File: config.mk
export PLATFORM = sky130hd
export DESIGN_NAME = sbsc_cycle_ctrl
export DESIGN_NICKNAME = d
export VERILOG_FILES = /design/src/sbsc_pkg.sv /design/src/sbsc_cycle_ctrl.sv /design/src/sbsc_fifo.sv /design/src/sbsc_ram.sv
export VERILOG_INCLUDE_DIRS = /design/src
export SDC_FILE = /design/constraint.sdc
export NUM_CORES = 2
export LEC_CHECK = 0
export CORE_AREA = 4 4 514 516
export CTS_CLUSTER_DIAMETER = 80
export CTS_CLUSTER_SIZE = 20
export DETAILED_ROUTE_END_ITERATION = 16
export DIE_AREA = 0 0 518 520
export DONT_BUFFER_PORTS = 1
export PLACE_DENSITY = 0.46
export SYNTH_ARGS = -nofsm -noshare
export SYNTH_HDL_FRONTEND = slang
export SYNTH_SLANG_ARGS = --single-unit
File: constraint.sdc
create_clock -name sys_clk -period 6.35 [get_ports sys_clk]
set_input_delay 1.27 -clock sys_clk [delete_from_list [all_inputs] [get_ports sys_clk]]
set_output_delay 1.27 -clock sys_clk [all_outputs]
set_load 0.05 [all_outputs]
File: src/sbsc_consts.svh
/*
  Constants of the burst SRAM cycle control: widths, burst order
  encoding, sleep timing and queue depth.
  Assumes inclusion by bare name, before any user of the macros.
*/
`ifndef SBSC_CONSTS_SVH
`define SBSC_CONSTS_SVH

// ---------------------------------------------------------------
// Widths
// ---------------------------------------------------------------
`define SBSC_ADDR_W 20
`define SBSC_DATA_W 32
`define SBSC_LANES 4
`define SBSC_BURST_W 2

// ---------------------------------------------------------------
// Burst order pin level, sleep timing in clock cycles and queue depth
// ---------------------------------------------------------------
`define SBSC_ORDER_LINEAR 1'b0
`define SBSC_SLEEP_ENTRY_CYC 2
`define SBSC_SLEEP_EXIT_CYC 2
`define SBSC_FIFO_DEPTH 32

`endif

File: src/sbsc_pkg.sv
/*
  Types of the burst SRAM cycle control: cycle kinds, sleep states
  and the command word passed toward the memory array.
  Assumes sbsc_consts.svh is on the include path.
*/
`include "sbsc_consts.svh"

package sbsc_pkg;

  // Cycle kind decoded on each clock
  typedef enum logic [2:0] {
    SBSC_DESEL = 3'h0,
    SBSC_BEGIN_RD = 3'h1,
    SBSC_BEGIN_WR = 3'h3,
    SBSC_CONT = 3'h2,
    SBSC_SUSP = 3'h6,
    SBSC_IDLE = 3'h7,
    SBSC_SLEEP = 3'h5
  } sbsc_cycle_t;

  // Sleep sequencer, Gray coded around the loop
  typedef enum logic [1:0] {
    SBSC_AWAKE = 2'h0,
    SBSC_ENTERING = 2'h1,
    SBSC_ASLEEP = 2'h3,
    SBSC_EXITING = 2'h2
  } sbsc_sleep_t;

  // One access handed to the array
  typedef struct packed {
    logic [`SBSC_ADDR_W-1:0] addr;
    logic write;
    logic [`SBSC_LANES-1:0] lane_n;
    logic [`SBSC_DATA_W-1:0] data;
  } sbsc_cmd_t;

endpackage : sbsc_pkg

File: src/sbsc_cycle_ctrl.sv
/*
  Cycle control of a synchronous flow-through burst SRAM: cycle
  decode, two-bit burst counter, sleep sequencing, data pin enable,
  and a command queue toward the memory array.
  Assumes bus inputs are synchronous to sys_clk; sleep_request and
  output_enable_n are asynchronous pins.
*/
// What this block does
// - Burst order pin high: low address bits are start XOR beat count
// - Burst order pin low: low address bits count up modulo four
// - Sleep request is asynchronous and puts the device to sleep
// - Sleep entry and sleep exit each take two clock cycles
// - Stored contents stay untouched while asleep
// - Accesses in flight at sleep entry are dropped
// - Deselect cycle with data pins off on bad selects
// - Processor strobe with selects active begins a read unless the queue is full
// - Controller strobe begins write or read from composite write
// - Advance low steps the burst address and accesses it
// - Advance high holds the burst address and repeats the access
// - Continue and suspend choose read or write every clock
// - Composite write: global write, or byte write with a lane
// - Writes only within a burst that either strobe started, or on controller start
// - Output enable acts unclocked and is masked during writes
// - Read drives data pins only while output enable is low
// - Sleep request tri-states the data pins at once
// - Burst counter loads from the two low address bits at start
// - Controller strobe is ignored while processor strobe is low with the first select low
// - Global write writes every byte lane
`timescale 1ns/10ps
`include "sbsc_consts.svh"

module sbsc_cycle_ctrl #(
  parameter int ADDR_W = `SBSC_ADDR_W,
  parameter int DEPTH = `SBSC_FIFO_DEPTH
) (
  input wire logic sys_clk,
  input wire logic rst_n,
  input wire logic burst_order,
  input wire logic sleep_request,
  input wire logic chip_select_first_n,
  input wire logic chip_select_second,
  input wire logic chip_select_third_n,
  input wire logic processor_addr_strobe_n,
  input wire logic controller_addr_strobe_n,
  input wire logic burst_advance_n,
  input wire logic global_write_n,
  input wire logic byte_write_enable_n,
  input wire logic [`SBSC_LANES-1:0] byte_lane_select_n,
  input wire logic output_enable_n,
  input wire logic [ADDR_W-1:0] addr_in,
  input wire logic [`SBSC_DATA_W-1:0] dq_in,
  output logic [`SBSC_DATA_W-1:0] dq_out,
  output logic dq_oe,
  output logic arr_cmd_valid,
  input wire logic arr_cmd_ready,
  output sbsc_pkg::sbsc_cmd_t arr_cmd,
  input wire logic arr_rd_valid,
  input wire logic [`SBSC_DATA_W-1:0] arr_rd_data,
  output sbsc_pkg::sbsc_cycle_t cycle_kind,
  output logic [ADDR_W-1:0] burst_addr,
  output logic sleeping,
  output logic cmd_accept_ready
);

  // -------------------------------------------------------------
  // Burst address order
  // -------------------------------------------------------------
  // XOR or sum per beat
  function automatic logic [1:0] beat_addr(input logic [1:0] base,
                                           input logic [1:0] beat,
                                           input logic linear);
    if (linear) begin
      beat_addr = 2'(base + beat);
    end else begin
      beat_addr = base ^ beat;
    end
  endfunction : beat_addr

  // -------------------------------------------------------------
  // Declarations
  // -------------------------------------------------------------
  logic sleep_meta;
  logic sleep_sync;
  sbsc_pkg::sbsc_sleep_t sst;
  logic [1:0] sleep_timer;
  logic burst_live;
  logic linear_q;
  logic [1:0] base;
  logic [1:0] cnt;
  logic [ADDR_W-3:0] hi;
  logic read_phase;
  logic wr_comp;
  logic ce_ok;
  logic start_p;
  logic start_c;
  logic desel;
  logic q_ready;
  logic cmd_push;
  sbsc_pkg::sbsc_cycle_t cur;
  sbsc_pkg::sbsc_cmd_t cmd_in;

  // -------------------------------------------------------------
  // Input decode
  // -------------------------------------------------------------
  // composite write level
  assign wr_comp = !global_write_n || (!byte_write_enable_n && !(&byte_lane_select_n));
  assign ce_ok = chip_select_second && !chip_select_third_n;
  // Processor strobe counts only with the first select low
  assign start_p = !processor_addr_strobe_n && !chip_select_first_n;
  // controller strobe masked by a counted processor strobe
  assign start_c = !controller_addr_strobe_n && !start_p;
  // bad selects on a strobe start
  assign desel = (start_p && !ce_ok) || (start_c && (chip_select_first_n || !ce_ok));

  // Cycle kind; a full queue turns the cycle into idle and its access is lost
  always_comb begin
    if (sst != sbsc_pkg::SBSC_AWAKE) begin
      cur = sbsc_pkg::SBSC_SLEEP;
    end else if (desel) begin
      cur = sbsc_pkg::SBSC_DESEL;
    end else if (!q_ready) begin
      cur = sbsc_pkg::SBSC_IDLE;
    end else if (start_p) begin
      // processor start is always a read
      cur = sbsc_pkg::SBSC_BEGIN_RD;
    end else if (start_c) begin
      cur = wr_comp ? sbsc_pkg::SBSC_BEGIN_WR : sbsc_pkg::SBSC_BEGIN_RD;
    end else if (!burst_live) begin
      cur = sbsc_pkg::SBSC_IDLE;
    end else if (!burst_advance_n) begin
      cur = sbsc_pkg::SBSC_CONT;
    end else begin
      cur = sbsc_pkg::SBSC_SUSP;
    end
  end

  // -------------------------------------------------------------
  // Command to the array
  // -------------------------------------------------------------
  // Access address and data for the cycle being decoded
  always_comb begin
    cmd_in.data = dq_in;
    cmd_in.lane_n = !global_write_n ? '0 : byte_lane_select_n;
    cmd_in.write = 1'b0;
    cmd_in.addr = {hi, beat_addr(base, cnt, linear_q)};
    cmd_push = 1'b0;
    case (cur)
      sbsc_pkg::SBSC_BEGIN_RD, sbsc_pkg::SBSC_BEGIN_WR: begin
        cmd_push = 1'b1;
        cmd_in.addr = addr_in;
        // only controller starts write in their first cycle
        cmd_in.write = (cur == sbsc_pkg::SBSC_BEGIN_WR);
      end
      sbsc_pkg::SBSC_CONT: begin
        cmd_push = 1'b1;
        cmd_in.addr = {hi, beat_addr(base, 2'(cnt + 2'h1), linear_q)};
        cmd_in.write = wr_comp;
      end
      sbsc_pkg::SBSC_SUSP: begin
        cmd_push = 1'b1;
        cmd_in.write = wr_comp;
      end
      default: begin
        // no array access while asleep or deselected
        cmd_push = 1'b0;
      end
    endcase
  end

  sbsc_fifo #(.WIDTH($bits(sbsc_pkg::sbsc_cmd_t)), .DEPTH(DEPTH)) u_fifo (
    .sys_clk(sys_clk),
    .rst_n(rst_n),
    .in_valid(cmd_push),
    .in_ready(q_ready),
    .in_data(cmd_in),
    .out_valid(arr_cmd_valid),
    .out_ready(arr_cmd_ready),
    .out_data(arr_cmd)
  );

  // -------------------------------------------------------------
  // Sleep sequencing
  // -------------------------------------------------------------
  // two-flop synchroniser on the asynchronous request
  always_ff @(posedge sys_clk or negedge rst_n) begin
    if (!rst_n) begin
      sleep_meta <= 1'b0;
      sleep_sync <= 1'b0;
    end else begin
      sleep_meta <= sleep_request;
      sleep_sync <= sleep_meta;
    end
  end

  // entry and exit each run their full two cycles
  always_ff @(posedge sys_clk or negedge rst_n) begin
    if (!rst_n) begin
      sst <= sbsc_pkg::SBSC_AWAKE;
      sleep_timer <= 2'h0;
    end else begin
      case (sst)
        sbsc_pkg::SBSC_AWAKE: begin
          if (sleep_sync) begin
            sst <= sbsc_pkg::SBSC_ENTERING;
            sleep_timer <= 2'(`SBSC_SLEEP_ENTRY_CYC - 1);
          end
        end
        sbsc_pkg::SBSC_ENTERING: begin
          if (sleep_timer == 2'h0) begin
            sst <= sbsc_pkg::SBSC_ASLEEP;
          end else begin
            sleep_timer <= 2'(sleep_timer - 2'h1);
          end
        end
        sbsc_pkg::SBSC_ASLEEP: begin
          if (!sleep_sync) begin
            sst <= sbsc_pkg::SBSC_EXITING;
            sleep_timer <= 2'(`SBSC_SLEEP_EXIT_CYC - 1);
          end
        end
        default: begin
          if (sleep_timer == 2'h0) begin
            sst <= sbsc_pkg::SBSC_AWAKE;
          end else begin
            sleep_timer <= 2'(sleep_timer - 2'h1);
          end
        end
      endcase
    end
  end

  // -------------------------------------------------------------
  // Burst state
  // -------------------------------------------------------------
  // counter loads the low address bits; wraps modulo four
  always_ff @(posedge sys_clk or negedge rst_n) begin
    if (!rst_n) begin
      burst_live <= 1'b0;
      linear_q <= 1'b0;
      base <= 2'h0;
      cnt <= 2'h0;
      hi <= '0;
    end else begin
      case (cur)
        sbsc_pkg::SBSC_BEGIN_RD, sbsc_pkg::SBSC_BEGIN_WR: begin
          burst_live <= 1'b1;
          linear_q <= (burst_order == `SBSC_ORDER_LINEAR);
          base <= addr_in[1:0];
          cnt <= 2'h0;
          hi <= addr_in[ADDR_W-1:2];
        end
        sbsc_pkg::SBSC_CONT: begin
          cnt <= 2'(cnt + 2'h1);
        end
        // sleep and deselect drop the burst
        sbsc_pkg::SBSC_SLEEP, sbsc_pkg::SBSC_DESEL: begin
          burst_live <= 1'b0;
        end
        default: begin
          burst_live <= burst_live;
        end
      endcase
    end
  end

  // -------------------------------------------------------------
  // Observed state and data path
  // -------------------------------------------------------------
  // Outputs mirror the decoded cycle one clock later
  always_ff @(posedge sys_clk or negedge rst_n) begin
    if (!rst_n) begin
      cycle_kind <= sbsc_pkg::SBSC_IDLE;
      burst_addr <= '0;
      sleeping <= 1'b0;
      cmd_accept_ready <= 1'b1;
      read_phase <= 1'b0;
      dq_out <= '0;
    end else begin
      cycle_kind <= cur;
      burst_addr <= cmd_in.addr;
      sleeping <= (sst != sbsc_pkg::SBSC_AWAKE);
      cmd_accept_ready <= q_ready;
      // write cycles mask the output drivers
      read_phase <= cmd_push && !cmd_in.write;
      if (arr_rd_valid) begin
        dq_out <= arr_rd_data;
      end
    end
  end

  // Pin enable stays unclocked so output enable and sleep act at once
  // drive only on a read with output enable low; sleep off
  assign dq_oe = read_phase && !output_enable_n && !sleep_request;

  // -------------------------------------------------------------
  // Assertions
  // -------------------------------------------------------------
  property p_interleave;
    @(posedge sys_clk) disable iff (!rst_n)
      (cur == sbsc_pkg::SBSC_CONT && !linear_q) |-> cmd_in.addr[1:0] == (base ^ 2'(cnt + 2'h1));
  endproperty
  a_interleave: assert property (p_interleave) else $error("interleave order wrong");

  property p_linear;
    @(posedge sys_clk) disable iff (!rst_n)
      (cur == sbsc_pkg::SBSC_CONT && linear_q) |-> cmd_in.addr[1:0] == 2'(base + cnt + 2'h1);
  endproperty
  a_linear: assert property (p_linear) else $error("linear order wrong");

  property p_entry;
    @(posedge sys_clk) disable iff (!rst_n)
      (sst == sbsc_pkg::SBSC_AWAKE && sleep_sync) |=>
        (sst == sbsc_pkg::SBSC_ENTERING) [*2] ##1 (sst == sbsc_pkg::SBSC_ASLEEP);
  endproperty
  a_entry: assert property (p_entry) else $error("sleep entry timing wrong");

  property p_exit;
    @(posedge sys_clk) disable iff (!rst_n)
      (sst == sbsc_pkg::SBSC_ASLEEP && !sleep_sync) |=>
        (sst == sbsc_pkg::SBSC_EXITING) [*2] ##1 (sst == sbsc_pkg::SBSC_AWAKE);
  endproperty
  a_exit: assert property (p_exit) else $error("sleep exit timing wrong");

  property p_no_access_asleep;
    @(posedge sys_clk) disable iff (!rst_n)
      sleeping |-> !$past(cmd_push);
  endproperty
  a_no_access_asleep: assert property (p_no_access_asleep) else $error("access in sleep");

  property p_abort;
    @(posedge sys_clk) disable iff (!rst_n)
      (sst == sbsc_pkg::SBSC_ENTERING) |=> !burst_live;
  endproperty
  a_abort: assert property (p_abort) else $error("burst survived sleep");

  property p_desel;
    @(posedge sys_clk) disable iff (!rst_n)
      (sst == sbsc_pkg::SBSC_AWAKE && desel) |=> !read_phase && !dq_oe && !burst_live;
  endproperty
  a_desel: assert property (p_desel) else $error("deselect not honoured");

  property p_processor_addr_strobe_n_read;
    @(posedge sys_clk) disable iff (!rst_n)
      (sst == sbsc_pkg::SBSC_AWAKE && start_p && ce_ok && q_ready) |->
        cmd_push && !cmd_in.write && cmd_in.addr == addr_in;
  endproperty
  a_processor_addr_strobe_n_read: assert property (p_processor_addr_strobe_n_read) else $error("processor start not read");

  property p_hold;
    @(posedge sys_clk) disable iff (!rst_n)
      (cur == sbsc_pkg::SBSC_SUSP) |=> $stable(cnt) && burst_addr[1:0] == beat_addr(base, cnt, linear_q);
  endproperty
  a_hold: assert property (p_hold) else $error("suspend moved address");

  property p_write_origin;
    @(posedge sys_clk) disable iff (!rst_n)
      (cmd_push && cmd_in.write) |-> burst_live || start_c;
  endproperty
  a_write_origin: assert property (p_write_origin) else $error("write without burst");

  property p_all_lanes;
    @(posedge sys_clk) disable iff (!rst_n)
      (cmd_push && !global_write_n) |-> cmd_in.lane_n == '0;
  endproperty
  a_all_lanes: assert property (p_all_lanes) else $error("global write lanes");

  c_burst4: cover property (@(posedge sys_clk) disable iff (!rst_n)
    (cur == sbsc_pkg::SBSC_BEGIN_WR) ##1 (cur == sbsc_pkg::SBSC_CONT) [*3]);
  c_sleep: cover property (@(posedge sys_clk) disable iff (!rst_n)
    (sst == sbsc_pkg::SBSC_EXITING) ##2 (sst == sbsc_pkg::SBSC_AWAKE));
  c_full: cover property (@(posedge sys_clk) disable iff (!rst_n) !q_ready);

endmodule : sbsc_cycle_ctrl

File: src/sbsc_fifo.sv
/*
  First-word-fall-through queue with valid and ready on both sides.
  Assumes one clock and an asynchronous active-low reset.
*/
`timescale 1ns/10ps

module sbsc_fifo #(
  parameter int WIDTH = 8,
  parameter int DEPTH = 32
) (
  input wire logic sys_clk,
  input wire logic rst_n,
  input wire logic in_valid,
  output logic in_ready,
  input wire logic [WIDTH-1:0] in_data,
  output logic out_valid,
  input wire logic out_ready,
  output logic [WIDTH-1:0] out_data
);

  localparam int PW = $clog2(DEPTH);
  localparam int CW = $clog2(DEPTH + 1);

  logic [PW-1:0] wr_ptr;
  logic [PW-1:0] rd_ptr;
  logic [PW-1:0] next_rd_ptr;
  logic [CW-1:0] count;
  logic [CW-1:0] next_count;
  logic push;
  logic pop;

  assign push = in_valid && in_ready;
  assign pop = out_valid && out_ready;
  assign next_rd_ptr = pop ? PW'(rd_ptr + 1'b1) : rd_ptr;

  // Occupancy; pushes and pops may share a cycle
  always_comb begin
    next_count = count;
    if (push && !pop) begin
      next_count = CW'(count + 1'b1);
    end else if (pop && !push) begin
      next_count = CW'(count - 1'b1);
    end
  end

  // Pointers, count and registered flags
  always_ff @(posedge sys_clk or negedge rst_n) begin
    if (!rst_n) begin
      wr_ptr <= '0;
      rd_ptr <= '0;
      count <= '0;
      in_ready <= 1'b1;
      out_valid <= 1'b0;
    end else begin
      if (push) begin
        wr_ptr <= PW'(wr_ptr + 1'b1);
      end
      rd_ptr <= next_rd_ptr;
      count <= next_count;
      in_ready <= (next_count != CW'(DEPTH));
      // A word written to the slot being read shows one cycle later
      out_valid <= (next_count != '0) && !(push && (wr_ptr == next_rd_ptr));
    end
  end

  sbsc_ram #(.WIDTH(WIDTH), .DEPTH(DEPTH)) u_ram (
    .sys_clk(sys_clk),
    .wr_en(push),
    .wr_addr(wr_ptr),
    .wr_data(in_data),
    .rd_addr(next_rd_ptr),
    .rd_data(out_data)
  );

endmodule : sbsc_fifo

File: src/sbsc_ram.sv
/*
  Simple dual-port storage for the command queue, registered read.
  Assumes one clock; no reset on the array itself.
*/
`timescale 1ns/10ps

module sbsc_ram #(
  parameter int WIDTH = 8,
  parameter int DEPTH = 32
) (
  input wire logic sys_clk,
  input wire logic wr_en,
  input wire logic [$clog2(DEPTH)-1:0] wr_addr,
  input wire logic [WIDTH-1:0] wr_data,
  input wire logic [$clog2(DEPTH)-1:0] rd_addr,
  output logic [WIDTH-1:0] rd_data
);

  logic [WIDTH-1:0] mem [DEPTH];

  // Write port
  always_ff @(posedge sys_clk) begin
    if (wr_en) begin
      mem[wr_addr] <= wr_data;
    end
  end

  // Read port, old data on a same-address collision
  always_ff @(posedge sys_clk) begin
    rd_data <= mem[rd_addr];
  end

endmodule : sbsc_ram

==> results.yml <==
clocking:
  cts_tree: "built"
  cts_hold_buffers: 0
  root_buffer: "clkbuf_16"
  clk_pin_slew_ns: 0.09
  htree_num_levels: 3
  cts_setup_buffers: 0
  cts_resized: 0
  cts-buffers-inserted: 118
  cts_sinks: 1987
  clock_path_buffers: 3
  clock_latency_ns: 0.83
pwr:
  swShare: 0.396
  vdd_ir_drop_max_mv: 0.460
  p_sw_mw: 15.0
  p_clk_frac: 0.220
  powerDensity_nw_per_um2: 444
  leakage_nw: 27.4
  p_int_mw: 22.9
  seq_power_share: 0.446
  pwr-share-comb: 0.335
sta:
  setup_viol: 0
  finalCritPeriodShare: 0.737
  fin_skew_ns: 0.0476
  drv_slew: 0
  min_period_ns: 4.68
  rsz0062_at_grt: "no"
  fmax_mhz: 214
  tns_ns: 0
  maxSlewHeadroom: 0.166
  tightestPinTransition_ns: 1.25
  hold_violations: 0
setup_path:
  crit_path_end_kind: "flop"
  r2r_slack_ns: 1.67
  start_kind: "flop"
  worstPathRequired_ns: 7.07
  worst_path_max_delay_cell: "dfrtp_1"
  r2r_end: "u_fifo.u_ram.rd_data[43]$_DFF_P_"
  critPathCapture: "u_fifo.u_ram.rd_data[43]$_DFF_P_"
  crit_chain: "a21bo_4 -> and2_4 -> buf_12 -> buf_4 -> a21oi_1 -> a22oi_1 -> o2111ai_1 -> nor3_1"
  crit_type: "reg -> reg"
  crit_path_start: "u_fifo.out_valid$_DFF_PN0_"
  slowest_delay_ns: 1.07
  cp.arrival_ns: 5.40
  timing.rr.start: "u_fifo.out_valid$_DFF_PN0_"
  reg2reg_depth: 8
  crit_path_max_fanout: 130
status:
  status: "finished, final reports clean"
floorplanning:
  io_pins: 219
  dieArea_um2: 269000
  start_util: 0.299
  die_w_um: 518
  core_area_um2: 259000
  fp.dieH_um: 520
  row_count: 187
global_route:
  gr-total-overflow: 0
  grt_first_pass_wirelength_mm: 334
  grt_pass1_vias: 44500
  antenna_found_initial: 13
  grt_max_degree: 218
  grt_usage: 0.167
finish:
  drive_gt1_frac: 0.0731
  fin_cells: 8618
  nets: 5229
  syn_to_final_growth_pct: 9.99
yosys:
  ys_seq_area_frac: 0.756
  synth_warnings: 0
  synth-edff-count: 1824
  synthFlopType: "edfxtp_1"
  netlist_instances: 5273
  yosysTopAreaCell: "edfxtp_1"
  synth_cell_types: 66
  syn_area_um2: 77500
  synth_most_common_cell: "edfxtp_1"
  synth_area_per_cell_um2: 14.7
  yosysTopAreaCellShare: 0.707
  async_flop_share: 0.0533
  yosys-top-cells-count: "edfxtp_1 (1824), nand2_1 (896), a21oi_1 (290)"
  synth_nets: 5390
  ys_top_cells_by_area: "edfxtp_1 (71%), nand2_1 (4.3%), dfrtp_1 (3.3%)"
  ys_ff_latch: 1987
hold_path:
  hold_class: "in -> async"
detailed_routing:
  ant_nets: 0
  finalWirelength_mm: 234
  top_layer: "met5"
  vias: 45400
  drc: 0
  met1_length_mm: 106
  first_pass_iters: 5
  wire_per_inst_um: 27.2
  drtIter0Drc: 4539
  wl_met2_mm: 108
  routed_via_density: 5.27
  wl_met3_mm: 14.8
placement:
  dp_hpwl_mm: 118
  dpl.cell_count: 8394
  port_buffers: 0
  place.gp.congestion: 0.722
flow_run:
  maxCapViolations: 0
## logic make-up after synthesis
family / count (synthesis) / synth area share
AOI/OAI and AO/OA: 1202 / 0.108
xor gates and xnor gates: 25 / 0.00307
adders and majority gates: 14 / 0.00226
buffers and inverters: 430 / 0.0276
DFF: 1987 / 0.756
muxes: 149 / 0.0198
and+or+nand+nor: 1466 / 0.0836
## critical path, delay by kind of cell, from the launching register on
family	cells	cell delay, ns
buffers and inverters	2	1.23
and+or+nand+nor	2	0.65
AOI/OAI and AO/OA	4	1.31
DFF	1	1.07
## flip-flops by register name, summed over array words and instances, names as in the netlist, 3 cells and up
| signal | count |
|---|---|
| burst_addr | 20 |
| u_fifo.u_ram.rd_data | 57 |
| u_fifo.u_ram.mem | 1824 |
| hi | 18 |
| u_fifo.rd_ptr | 5 |
| u_fifo.wr_ptr | 5 |
| cycle_kind | 3 |
| u_fifo.count | 6 |
| dq_out | 32 |
## routing by layer
metal / vias up / track usage
met1: 23700 / 0.236
met2: 1386 / 0.267
met5: - / 0.00211
met4: 2 / 0.0417
met3: 235 / 0.0315
li1: 20100 / -
## worst min-delay path by stage
stage | end | cells past startpoint | slack, ns
floorplan | sleep_sync$_DFF_PN0_ | 0 | 0.33
global placement | sleep_sync$_DFF_PN0_ | 0 | 0.35
detailed placement | sleep_sync$_DFF_PN0_ | 0 | 0.36
CTS | hi[16]$_DFFE_PN0N_ | 0 | 0.07
global route | burst_addr[17]$_DFF_PN0_ | 0 | 0.1
finish | hi[15]$_DFFE_PN0N_ | 0 | 0.16
## power by group through the flow
stage | Sequential, mW | Combinational [mW] | Clock [mW]
after detailed placement | 17.2 | 12.7 | 0
after floorplan | 16.8 | 8.45 | 0
final | 16.9 | 12.7 | 8.32
after global placement | 17.2 | 12.7 | 0
after global routing | 17.0 | 13.8 | 9.09
after CTS | 16.9 | 12.8 | 8.58
## layout by cell type (no fill, tap or decap), types with 62 or more instances in the layout
master     netlist  layout
edfxtp_1      1824    1824
nand2_1        896     895
a21oi_1        290     290
nand3_1        239     237
o21ai_0        185     184
and3_1         178     178
a211oi_1       173     173
a32o_1         171     171
clkbuf_16        0     120
a31oi_1        120     119
mux2i_1        116     116
a32oi_1        114     114
dfrtp_1        101     101
buf_4           70      98
clkbuf_1       164      64
a22oi_1         62      62
## stage by stage
| stage | util | area (um2) | hold slack, ns | worst slack (ns) | total power, mW |
|---|---|---|---|---|---|
| after detailed placement | 0.314 | 81500 | 0.363 | 1.64 | 29.9 |
| final | 0.329 | 85200 | 0.160 | 1.67 | 37.8 |
| after global placement | 0.314 | 81500 | 0.352 | 1.70 | 29.9 |
| after CTS | 0.329 | 85200 | 0.0704 | 1.72 | 38.3 |
| after floorplan | - | 77500 | 0.331 | 0.888 | 25.3 |
| after global routing | 0.329 | 85200 | 0.0973 | 1.46 | 39.8 |
## layout make-up
class / instances / area, um2
Inverter: 20 / 109
Timing Repair Buffer: 129 / 1360
Multi-Input combinational cell: 2856 / 17200
Fill cell: 25200 / 174000
Antenna cell: 3 / 7.51
Clock buffer: 190 / 3330
Sequential cell: 1987 / 58600
Tap cell: 3402 / 4260
Clock inverter: 31 / 429
(Power assumes the default switching activity.)
